===== src/pkg/sdie_cfg.svh =====
// Offsets, field positions, reset values and timing counts of the speed drive block
`ifndef SDIE_CFG_SVH
`define SDIE_CFG_SVH
`define SDIE_OFF_CTRL      8'h00
`define SDIE_OFF_MAXSPD    8'h04
`define SDIE_OFF_PPR       8'h08
`define SDIE_OFF_ACCEL     8'h0c
`define SDIE_OFF_DECEL     8'h10
`define SDIE_OFF_INMAP     8'h14
`define SDIE_OFF_OUTMAP    8'h18
`define SDIE_OFF_STATUS    8'h1c
`define SDIE_OFF_POS       8'h20
`define SDIE_CTRL_ADV      0
`define SDIE_CTRL_STOPRAMP 1
`define SDIE_CTRL_PHREQ    2
`define SDIE_RST_CTRL      3'h4
`define SDIE_RST_MAXSPD    15'h0bb8
`define SDIE_RST_PPR       15'h0400
`define SDIE_RST_ACCEL     16'h000a
`define SDIE_RST_DECEL     16'h000a
`define SDIE_RST_INMAP     12'h8d1
`define SDIE_RST_OUTMAP    9'h088
`define SDIE_MAXSPD_MIN    15'h0064
`define SDIE_MAXSPD_MAX    15'h61a8
`define SDIE_PPR_MIN       15'h0040
`define SDIE_PPR_MAX       15'h4000
`define SDIE_CLK_HZ        25000000
`define SDIE_RAMP_TICK_US  1000
`define SDIE_RAMP_TICK_CYC (`SDIE_RAMP_TICK_US * (`SDIE_CLK_HZ / 1000000))
`define SDIE_ENC_MOD       (60 * `SDIE_CLK_HZ)
`define SDIE_ILIM_FULL     12'hfff
`endif


===== src/pkg/sdie_pkg.sv =====
// Types shared by the speed drive block
package sdie_pkg;
  typedef struct packed {
    logic       enable;
    logic       lim_pos;
    logic       lim_neg;
    logic       stop;
    logic       fault_rst;
    logic       phase;
    logic       power_ok;
    logic [3:0] cfg_in;
  } sdie_pins_t;
  typedef struct packed {
    logic warning;
    logic fault;
    logic phasing_needed;
    logic power;
    logic drive_on;
    logic brake;
  } sdie_status_t;
  typedef enum logic [2:0] {
    SDIE_IN_NONE, SDIE_IN_LIMP, SDIE_IN_LIMN, SDIE_IN_STOP, SDIE_IN_RST, SDIE_IN_PHASE
  } sdie_in_fn_t;
endpackage : sdie_pkg


===== src/sdie_top.sv =====
// Speed drive control: command scaling, ramps, I/O functions and encoder emulation
//
// The placing of the registers and the AXI4-Lite register port were decided locally.
`timescale 1ns/1ns
`include "sdie_cfg.svh"

//Contract
// RULE_01 - Emit position as quadrature channels A, B plus one marker per revolution.
// RULE_02 - Accept any emulation resolution from 64 to 16384 pulses per revolution.
// RULE_03 - Full-scale command maps to programmable maximum speed, 100 to 25000 rpm.
// RULE_04 - Controller drives enable; motor energised while active, off when inactive.
// RULE_05 - Limit speed reference slew with separate acceleration and deceleration settings.
// RULE_06 - Positive limit blocks clockwise, negative limit blocks counter-clockwise rotation.
// RULE_07 - Stop input brings axis to rest at current limit or by ramp.
// RULE_08 - Reset input clears latched fault only after its cause has gone.
// RULE_09 - Brake output follows drive enabling and disabling.
// RULE_10 - Drive-active output asserted while drive is enabled.
// RULE_11 - Power-present output asserted while supply voltage is detected.
// RULE_12 - Peak current limit proportional to limit input; zero input means unlimited.
// RULE_13 - Advanced variant assigns four inputs to limit, stop, reset or phasing.
// RULE_14 - Phasing input starts the motor phasing procedure.
// RULE_15 - Advanced variant assigns three outputs to any of six status functions.
// RULE_16 - Phasing-needed output asserted while phasing is still required.
// RULE_17 - Fault and warning outputs follow present fault and warning.
// RULE_18 - Channel A leads B clockwise and lags B counter-clockwise.
// RULE_19 - Marker is one quadrature state wide at emulated zero position.
// RULE_20 - Latched fault keeps brake engaged and drive-active deasserted.
module sdie_top #(
  parameter int RAMP_TICK_CYC = `SDIE_RAMP_TICK_CYC
) (
  input  wire logic                clk_sys_i,       // System clock
  input  wire logic                sys_rst_i,       // Synchronous reset
  input  wire sdie_pkg::sdie_pins_t pins_i,         // Asynchronous logic inputs
  input  wire logic signed [15:0]  speed_command_input_i, // Sampled speed command
  input  wire logic [11:0]         ilim_i,          // Sampled current-limit input
  input  wire logic                fault_cond_i,    // Fault cause present
  input  wire logic                warn_cond_i,     // Warning present
  input  wire logic                phasing_done_i,  // Phasing procedure finished
  output logic signed [15:0]       speed_ref_o,     // Ramped speed reference, rpm
  output logic [11:0]              cur_limit_o,     // Peak current limit fraction
  output logic                     motor_on_o,      // Power stage energised
  output logic                     phasing_start_o, // Start phasing pulse
  output logic                     enc_a_o,         // Encoder channel A
  output logic                     enc_b_o,         // Encoder channel B
  output logic                     enc_z_o,         // Encoder marker
  output sdie_pkg::sdie_status_t   status_o,        // Dedicated status outputs
  output logic                     config_output_one_o,   // Assignable output 1
  output logic                     config_output_two_o,   // Assignable output 2
  output logic                     config_output_three_o, // Assignable output 3
  input  wire logic [7:0]          s_axi_awaddr,    // Write address
  input  wire logic                s_axi_awvalid,   // Write address valid
  output logic                     s_axi_awready,   // Write address ready
  input  wire logic [31:0]         s_axi_wdata,     // Write data
  input  wire logic [3:0]          s_axi_wstrb,     // Write strobes
  input  wire logic                s_axi_wvalid,    // Write data valid
  output logic                     s_axi_wready,    // Write data ready
  output logic [1:0]               s_axi_bresp,     // Write response
  output logic                     s_axi_bvalid,    // Write response valid
  input  wire logic                s_axi_bready,    // Write response ready
  input  wire logic [7:0]          s_axi_araddr,    // Read address
  input  wire logic                s_axi_arvalid,   // Read address valid
  output logic                     s_axi_arready,   // Read address ready
  output logic [31:0]              s_axi_rdata,     // Read data
  output logic [1:0]               s_axi_rresp,     // Read response
  output logic                     s_axi_rvalid,    // Read data valid
  input  wire logic                s_axi_rready     // Read data ready
);
  import sdie_pkg::*;

  // ----------
  // Declarations
  // ----------
  sdie_pins_t        sync1_q, sync2_q;
  logic [2:0]        ctrl_q;
  logic [14:0]       maxspd_q, ppr_q;
  logic [15:0]       accel_q, decel_q;
  logic [11:0]       inmap_q;
  logic [8:0]        outmap_q;
  logic [7:0]        awaddr_q;
  logic [31:0]       wdata_q;
  logic [3:0]        wstrb_q;
  logic              aw_full_q, w_full_q;
  logic              fault_q, rst_in_q, ph_in_q, ph_need_q;
  logic signed [15:0] ref_q;
  logic [15:0]       pos_q;
  logic [1:0]        quad_q;
  logic [32:0]       acc_q;
  logic [31:0]       tick_cnt_q;
  logic              tick;
  logic [5:0]        fn_in;
  logic [5:0]        hit [4];
  logic              lim_p, lim_n, stop_a, frst_a, phase_a, run;
  logic signed [31:0] scaled;
  logic signed [15:0] tgt;
  logic signed [16:0] diff;
  logic [15:0]       step;
  logic              growing;
  logic [31:0]       inc;
  logic [32:0]       acc_n;
  logic [15:0]       pos_top;
  logic              dir_cw;
  logic [5:0]        out_fn;
  logic [31:0]       rd_val;
  logic              rd_ok;

  // ----------
  // Pin synchronisers
  // ----------
  always_ff @(posedge clk_sys_i) begin
    if (sys_rst_i) begin
      sync1_q <= '0;
      sync2_q <= '0;
    end else begin
      sync1_q <= pins_i;
      sync2_q <= sync1_q;
    end
  end

  // ----------
  // Input function assignment
  // ----------
  for (genvar i = 0; i < 4; i++) begin : g_inmap
    always_comb begin
      hit[i] = '0;
      hit[i][inmap_q[3*i +: 3]] = sync2_q.cfg_in[i]; // see RULE_13
    end
  end

  always_comb begin
    fn_in = hit[0] | hit[1] | hit[2] | hit[3];
    if (ctrl_q[`SDIE_CTRL_ADV]) begin
      lim_p   = fn_in[SDIE_IN_LIMP]; // see RULE_13
      lim_n   = fn_in[SDIE_IN_LIMN];
      stop_a  = fn_in[SDIE_IN_STOP];
      frst_a  = fn_in[SDIE_IN_RST];
      phase_a = fn_in[SDIE_IN_PHASE];
    end else begin
      lim_p   = sync2_q.lim_pos;
      lim_n   = sync2_q.lim_neg;
      stop_a  = sync2_q.stop;
      frst_a  = sync2_q.fault_rst;
      phase_a = sync2_q.phase;
    end
  end

  // ----------
  // Fault latch, enabling and phasing
  // ----------
  // Power stage runs only with enable, supply present and no latched fault
  assign run = sync2_q.enable & sync2_q.power_ok & ~fault_q; // see RULE_04 see RULE_20

  always_ff @(posedge clk_sys_i) begin
    if (sys_rst_i) begin
      fault_q  <= 1'b0;
      rst_in_q <= 1'b0;
    end else begin
      rst_in_q <= frst_a;
      // New fault wins over a reset edge in the same cycle
      if (fault_cond_i)
        fault_q <= 1'b1;
      else if (frst_a & ~rst_in_q)
        fault_q <= 1'b0; // see RULE_08
    end
  end

  always_ff @(posedge clk_sys_i) begin
    if (sys_rst_i) begin
      ph_in_q         <= 1'b0;
      ph_need_q       <= 1'b0;
      phasing_start_o <= 1'b0;
    end else begin
      ph_in_q         <= phase_a;
      phasing_start_o <= phase_a & ~ph_in_q & ph_need_q & run; // see RULE_14
      if (phasing_done_i)
        ph_need_q <= 1'b0;
      else if (ctrl_q[`SDIE_CTRL_PHREQ] & ~sync2_q.power_ok)
        ph_need_q <= 1'b1; // see RULE_16
    end
  end

  // ----------
  // Status outputs
  // ----------
  always_comb begin
    out_fn = {warn_cond_i, fault_q, ph_need_q, sync2_q.power_ok, run, ~run};
  end

  always_ff @(posedge clk_sys_i) begin
    if (sys_rst_i) begin
      status_o   <= '0;
      motor_on_o <= 1'b0;
    end else begin
      motor_on_o              <= run; // see RULE_04
      status_o.brake          <= ~run; // see RULE_09 see RULE_20
      status_o.drive_on       <= run; // see RULE_10
      status_o.power          <= sync2_q.power_ok; // see RULE_11
      status_o.phasing_needed <= ph_need_q; // see RULE_16
      status_o.fault          <= fault_q; // see RULE_17
      status_o.warning        <= warn_cond_i; // see RULE_17
    end
  end

  logic [2:0] cfg_out_q;
  for (genvar o = 0; o < 3; o++) begin : g_outmap
    always_ff @(posedge clk_sys_i) begin
      if (sys_rst_i)
        cfg_out_q[o] <= 1'b0;
      else if (outmap_q[3*o +: 3] < 3'h6)
        cfg_out_q[o] <= out_fn[outmap_q[3*o +: 3]]; // see RULE_15
      else
        cfg_out_q[o] <= 1'b0;
    end
  end
  assign config_output_one_o   = cfg_out_q[0];
  assign config_output_two_o   = cfg_out_q[1];
  assign config_output_three_o = cfg_out_q[2];

  // ----------
  // Current limit
  // ----------
  always_ff @(posedge clk_sys_i) begin
    if (sys_rst_i)
      cur_limit_o <= `SDIE_ILIM_FULL;
    else
      cur_limit_o <= (ilim_i == 12'h000) ? `SDIE_ILIM_FULL : ilim_i; // see RULE_12
  end

  // ----------
  // Command scaling and ramp
  // ----------
  always_comb begin
    scaled = 32'(speed_command_input_i) * 32'($signed({1'b0, maxspd_q})); // see RULE_03
    tgt    = 16'(scaled >>> 15);
    if ((lim_p && tgt > 16'sh0000) || (lim_n && tgt < 16'sh0000) || stop_a || !run)
      tgt = 16'sh0000; // see RULE_06 see RULE_07
    diff    = 17'(tgt) - 17'(ref_q);
    growing = (diff > 0 && ref_q >= 0) || (diff < 0 && ref_q <= 0);
    step    = growing ? accel_q : decel_q; // see RULE_05
  end

  always_ff @(posedge clk_sys_i) begin
    if (sys_rst_i)
      tick_cnt_q <= '0;
    else if (tick)
      tick_cnt_q <= '0;
    else
      tick_cnt_q <= tick_cnt_q + 32'h1;
  end
  assign tick = (tick_cnt_q >= 32'(RAMP_TICK_CYC - 1));

  always_ff @(posedge clk_sys_i) begin
    if (sys_rst_i) begin
      ref_q <= '0;
    end else if (!run || (stop_a && !ctrl_q[`SDIE_CTRL_STOPRAMP])) begin
      ref_q <= '0; // see RULE_04 see RULE_07
    end else if (tick) begin
      if ((diff >= 0 ? diff : -diff) <= $signed({1'b0, step}))
        ref_q <= tgt;
      else if (diff > 0)
        ref_q <= 16'(ref_q + $signed({1'b0, step})); // see RULE_05
      else
        ref_q <= 16'(ref_q - $signed({1'b0, step}));
    end
  end
  assign speed_ref_o = ref_q;

  // ----------
  // Encoder emulation
  // ----------
  // At most one quadrature state per clock; higher rates saturate
  always_comb begin
    dir_cw  = ~ref_q[15];
    inc     = 32'(ref_q[15] ? -ref_q : ref_q) * 32'({ppr_q, 2'b00});
    acc_n   = acc_q + 33'(inc);
    pos_top = 16'({ppr_q, 2'b00} - 17'h1); // see RULE_02
  end

  always_ff @(posedge clk_sys_i) begin
    if (sys_rst_i) begin
      acc_q  <= '0;
      pos_q  <= '0;
      quad_q <= 2'b00;
    end else if (acc_n >= 33'(`SDIE_ENC_MOD)) begin
      acc_q <= (acc_n - 33'(`SDIE_ENC_MOD) >= 33'(`SDIE_ENC_MOD)) ?
               33'(`SDIE_ENC_MOD) - 33'h1 : acc_n - 33'(`SDIE_ENC_MOD);
      if (dir_cw) begin
        pos_q  <= (pos_q >= pos_top) ? 16'h0000 : pos_q + 16'h1;
        quad_q <= {~quad_q[0], quad_q[1]}; // see RULE_18
      end else begin
        pos_q  <= (pos_q == 16'h0000) ? pos_top : pos_q - 16'h1;
        quad_q <= {quad_q[0], ~quad_q[1]};
      end
    end else begin
      acc_q <= acc_n;
    end
  end

  always_ff @(posedge clk_sys_i) begin
    if (sys_rst_i) begin
      enc_a_o <= 1'b0;
      enc_b_o <= 1'b0;
      enc_z_o <= 1'b0;
    end else begin
      enc_a_o <= quad_q[1]; // see RULE_01
      enc_b_o <= quad_q[0];
      enc_z_o <= (pos_q == 16'h0000); // see RULE_19
    end
  end

  // ----------
  // AXI4-Lite write path
  // ----------
  function automatic logic [31:0] merge(input logic [31:0] old, input logic [31:0] nw,
                                        input logic [3:0] be);
    logic [31:0] r;
    r = old;
    for (int b = 0; b < 4; b++)
      if (be[b])
        r[8*b +: 8] = nw[8*b +: 8];
    return r;
  endfunction : merge

  function automatic logic [14:0] clamp(input logic [31:0] v, input logic [14:0] lo,
                                        input logic [14:0] hi);
    if (v < 32'(lo))
      return lo;
    if (v > 32'(hi))
      return hi;
    return v[14:0];
  endfunction : clamp

  always_ff @(posedge clk_sys_i) begin
    if (sys_rst_i) begin
      s_axi_awready <= 1'b1;
      s_axi_wready  <= 1'b1;
      s_axi_bvalid  <= 1'b0;
      s_axi_bresp   <= 2'b00;
      aw_full_q     <= 1'b0;
      w_full_q      <= 1'b0;
      awaddr_q      <= '0;
      wdata_q       <= '0;
      wstrb_q       <= '0;
      ctrl_q        <= `SDIE_RST_CTRL;
      maxspd_q      <= `SDIE_RST_MAXSPD;
      ppr_q         <= `SDIE_RST_PPR;
      accel_q       <= `SDIE_RST_ACCEL;
      decel_q       <= `SDIE_RST_DECEL;
      inmap_q       <= `SDIE_RST_INMAP;
      outmap_q      <= `SDIE_RST_OUTMAP;
    end else begin
      if (s_axi_awvalid && s_axi_awready) begin
        awaddr_q      <= s_axi_awaddr;
        aw_full_q     <= 1'b1;
        s_axi_awready <= 1'b0;
      end
      if (s_axi_wvalid && s_axi_wready) begin
        wdata_q      <= s_axi_wdata;
        wstrb_q      <= s_axi_wstrb;
        w_full_q     <= 1'b1;
        s_axi_wready <= 1'b0;
      end
      if (aw_full_q && w_full_q && !s_axi_bvalid) begin
        aw_full_q    <= 1'b0;
        w_full_q     <= 1'b0;
        s_axi_bvalid <= 1'b1;
        s_axi_bresp  <= 2'b00;
        case ({awaddr_q[7:2], 2'b00})
          `SDIE_OFF_CTRL:   ctrl_q   <= 3'(merge(32'(ctrl_q), wdata_q, wstrb_q));
          `SDIE_OFF_MAXSPD: maxspd_q <= clamp(merge(32'(maxspd_q), wdata_q, wstrb_q),
                                              `SDIE_MAXSPD_MIN, `SDIE_MAXSPD_MAX); // see RULE_03
          `SDIE_OFF_PPR:    ppr_q    <= clamp(merge(32'(ppr_q), wdata_q, wstrb_q),
                                              `SDIE_PPR_MIN, `SDIE_PPR_MAX); // see RULE_02
          `SDIE_OFF_ACCEL:  accel_q  <= 16'(merge(32'(accel_q), wdata_q, wstrb_q));
          `SDIE_OFF_DECEL:  decel_q  <= 16'(merge(32'(decel_q), wdata_q, wstrb_q));
          `SDIE_OFF_INMAP:  inmap_q  <= 12'(merge(32'(inmap_q), wdata_q, wstrb_q));
          `SDIE_OFF_OUTMAP: outmap_q <= 9'(merge(32'(outmap_q), wdata_q, wstrb_q));
          `SDIE_OFF_STATUS, `SDIE_OFF_POS: s_axi_bresp <= 2'b00;
          default: s_axi_bresp <= 2'b10;
        endcase
      end
      if (s_axi_bvalid && s_axi_bready) begin
        s_axi_bvalid  <= 1'b0;
        s_axi_awready <= 1'b1;
        s_axi_wready  <= 1'b1;
      end
    end
  end

  // ----------
  // AXI4-Lite read path
  // ----------
  always_comb begin
    rd_ok = 1'b1;
    case ({s_axi_araddr[7:2], 2'b00})
      `SDIE_OFF_CTRL:   rd_val = 32'(ctrl_q);
      `SDIE_OFF_MAXSPD: rd_val = 32'(maxspd_q);
      `SDIE_OFF_PPR:    rd_val = 32'(ppr_q);
      `SDIE_OFF_ACCEL:  rd_val = 32'(accel_q);
      `SDIE_OFF_DECEL:  rd_val = 32'(decel_q);
      `SDIE_OFF_INMAP:  rd_val = 32'(inmap_q);
      `SDIE_OFF_OUTMAP: rd_val = 32'(outmap_q);
      `SDIE_OFF_STATUS: rd_val = 32'({ph_in_q, stop_a, lim_n, lim_p, status_o});
      `SDIE_OFF_POS:    rd_val = {ref_q, pos_q};
      default: begin
        rd_val = 32'h0000_0000;
        rd_ok  = 1'b0;
      end
    endcase
  end

  always_ff @(posedge clk_sys_i) begin
    if (sys_rst_i) begin
      s_axi_arready <= 1'b1;
      s_axi_rvalid  <= 1'b0;
      s_axi_rdata   <= '0;
      s_axi_rresp   <= 2'b00;
    end else if (s_axi_arvalid && s_axi_arready) begin
      s_axi_arready <= 1'b0;
      s_axi_rvalid  <= 1'b1;
      s_axi_rdata   <= rd_val;
      s_axi_rresp   <= rd_ok ? 2'b00 : 2'b10;
    end else if (s_axi_rvalid && s_axi_rready) begin
      s_axi_rvalid  <= 1'b0;
      s_axi_arready <= 1'b1;
    end
  end

endmodule : sdie_top


===== config.mk =====
export PLATFORM = sky130hd
export DESIGN_NAME = sdie_top
export DESIGN_NICKNAME = d
export VERILOG_FILES = /design/src/pkg/sdie_pkg.sv /design/src/sdie_top.sv
export VERILOG_INCLUDE_DIRS = /design/src /design/src/pkg
export SDC_FILE = /design/constraint.sdc
export NUM_CORES = 2
export LEC_CHECK = 0
export BUFFER_PORTS_ARGS = -buffer_cell sky130_fd_sc_hd__buf_2
export CORE_ASPECT_RATIO = 1.2
export CORE_UTILIZATION = 45
export CTS_CLUSTER_SIZE = 12
export DETAILED_ROUTE_END_ITERATION = 12
export GPL_TIMING_DRIVEN = 1
export SLEW_MARGIN = 10
export SYNTH_ARGS = -nofsm -noshare
export SYNTH_HDL_FRONTEND = slang
export SYNTH_SLANG_ARGS = --single-unit

===== constraint.sdc =====
create_clock -name clk_sys_i -period 32 [get_ports clk_sys_i]
set_clock_uncertainty 0.15 [all_clocks]
set_input_delay 8 -clock clk_sys_i [delete_from_list [all_inputs] [get_ports clk_sys_i]]
set_output_delay 8 -clock clk_sys_i [all_outputs]
set_load 0.05 [all_outputs]

==> flow_metrics.tcl <==
set metrics [dict create \
    wire_per_inst_um 18.6 \
    met1_usage_pct 32.5 \
    fill_cells 8076 \
    grt_pass1_wl_mm 172 \
    crit_top_cell "fa_1" \
    antenna_cells 0 \
    rsz0062_at_grt "false" \
    grt_pass1_vias 31879 \
    drive_gt1_share_pct 7.93 \
    cts_sinks 318 \
    slew_viol_final 0 \
    antenna_found_initial 1 \
    cp.required_ns 32.31 \
    setup_tns_ns 0 \
    synth_seq_cells 318 \
    grt_use_total_pct 25.5 \
    ys_warn_count 0 \
    area_growth_pct 9.29 \
    outcome "finished clean" \
    crit_path_end_kind "flop" \
    synth-seq-area-share_pct 16.9 \
    grt_max_degree 117 \
    cts_resized 0 \
    initial_core_util_pct 45.8 \
    vias_per_cell 5.45 \
    port_buffers 177 \
    setup_viol 0 \
    die-height_um 319 \
    globalRouteMet3Util_pct 2.89 \
    syn_area_sq_um 37700 \
    h-tree-depth 2 \
    syn_area_per_cell_sq_um 8.51 \
    max-clock-path-buffers 3 \
    min_path_type "reg -> reg" \
    start_kind "input port" \
    critPathKind "in -> reg" \
    nets 5415 \
    cts_buffers 39 \
    gp_congestion 0.910 \
    hpwl_mm 82.9 \
    path_clk_slew_ns 0.05 \
    vias 31156 \
    path_max_fanout 29 \
    die_w_um 266 \
    finalCritPeriodShare_pct 69.2 \
    grt_overflow 0 \
    critPathSlowestCell "o211a_1" \
    pin_count 184 \
    fin_crit_ns 22.16 \
    cts_tree "built" \
    ys_types 96 \
    drtIter0Drc 2150 \
    postCtsSetupBuffers 0 \
    gr-max-usage-layer "met2" \
    drt-pass1-iter-count 6 \
    synth_ff_type "dfxtp_1" \
    hold_viol 0 \
    grtUsageMet2_pct 45.0 \
    maxCapViolations 0 \
    cts_root_buf "clkbuf_16" \
    synthArstFlopShare_pct 0 \
    ant_nets 0 \
    insertion_delay_ns 0.58 \
    postCtsHoldBufs 0 \
    worst_pin_slew_ns 1.22 \
    clock.fmax_ghz 0.0451 \
    die_area_sq_um 85000 \
    routed_wl_mm 107 \
    slew_headroom_pct 18.2 \
    num_rows 115 \
    slowest_delay_ns 0.83 \
    design.core.area_sq_um 82400 \
    synth-edff-count 0 \
    cp.arrival_ns 22.47 \
    netlist_instances 4436 \
    drc 0 \
]
final timing paths:
path | startpoint | endpoint | slack [ns] | cells after the start
max reg2reg | maxspd_q[2]$_SDFFE_PP0P_ | speed_ref_o[1]$_SDFFE_PP0P_ | 16.73 | 51
min reg2reg | sync1_q[6]$_SDFF_PP0_ | sync2_q[6]$_SDFF_PP0_ | 0.28 | 1
min | sync1_q[6]$_SDFF_PP0_ | sync2_q[6]$_SDFF_PP0_ | 0.28 | 1
max | speed_command_input_i[15] | speed_ref_o[1]$_SDFFE_PP0P_ | 9.84 | 51
layer usage:
layer  up-vias  part of all wire (%)
met3       173                   5.0
met1     15387                    43
li1      14807                     -
met5         -                 0.015
met2       787                    49
met4         2                   3.0
registers in the layout (all words and copies together), names as in the netlist, 11 cells and up:
register	flops
tick_cnt_q	32
s_axi_rdata	32
ppr_q	15
accel_q	16
pos_q	16
maxspd_q	15
speed_ref_o	16
acc_q	32
inmap_q	12
sync1_q	11
decel_q	16
cur_limit_o	12
wdata_q	32
cells by family after synthesis:
logic type,count (synthesis),synth area share [%]
and+or+nand+nor,1550,19.9
muxes,78,2.40
DFF,318,16.9
adders and majority gates,740,34.6
AOI/OAI and AO/OA,769,13.7
buffers and inverters,776,7.82
other,2,0.0199
xor gates and xnor gates,203,4.71
worst max-delay path: cells and delay by family:
family,cells,cell delay [ns]
compound gates,20,4.88
xor+xnor,1,0.21
fa+ha+maj,11,4.57
buf+inv,8,1.53
mux,3,1.19
simple gates,8,2.03
final cells by class:
| cell class | instances | area, sq um | area share [%] |
|---|---|---|---|
| clock buffers | 53 | 1090 | 2.64 |
| clock inverters | 15 | 193 | 0.467 |
| inverters | 534 | 2000 | 4.86 |
| multi-input cells | 3452 | 28900 | 70.1 |
| flip-flops and latches | 318 | 6370 | 15.4 |
| well taps | 1111 | 1390 | 3.37 |
| repair buffers | 231 | 1300 | 3.15 |
Yosys cell counts, types with 62 or more instances:
cell type	number	area, sq um
a21oi_1	242	1210
and2_1	225	1410
clkbuf_1	209	785
dfxtp_1	318	6370
fa_1	506	10100
ha_1	232	2900
inv_1	534	2000
nand2_1	568	2130
nand3_1	93	465
nor2_1	276	1040
nor2b_1	71	444
nor3_1	74	370
o21ai_0	109	546
xnor2_1	141	1230
xor2_1	62	543
metrics by stage:
stage	cells	hold WS, ns	area (sq um)	util [%]	setup WS [ns]
2_1_floorplan	4546	0.243	38200	-	11.43
3_3_place_gp	5646	0.272	40000	48.5	9.69
3_5_place_dp	5646	0.276	40000	48.5	9.61
4_1_cts	5714	0.287	41200	50.0	10.08
5_1_grt	5714	0.307	41200	50.0	9.00
6_report	5714	0.284	41200	50.0	9.84
placed cells by master (no fill, tap or decap), drive strengths merged, types with 141 or more instances in the layout:
cell type / instances
nand2: 568
inv: 537
fa: 506
dfxtp: 318
nor2: 276
a21oi: 244
ha: 232
buf: 230
and2: 228
xnor2: 141
Power is not shown: default switching activity piles up to over one toggle a cycle in this logic, so the estimate is an artifact.
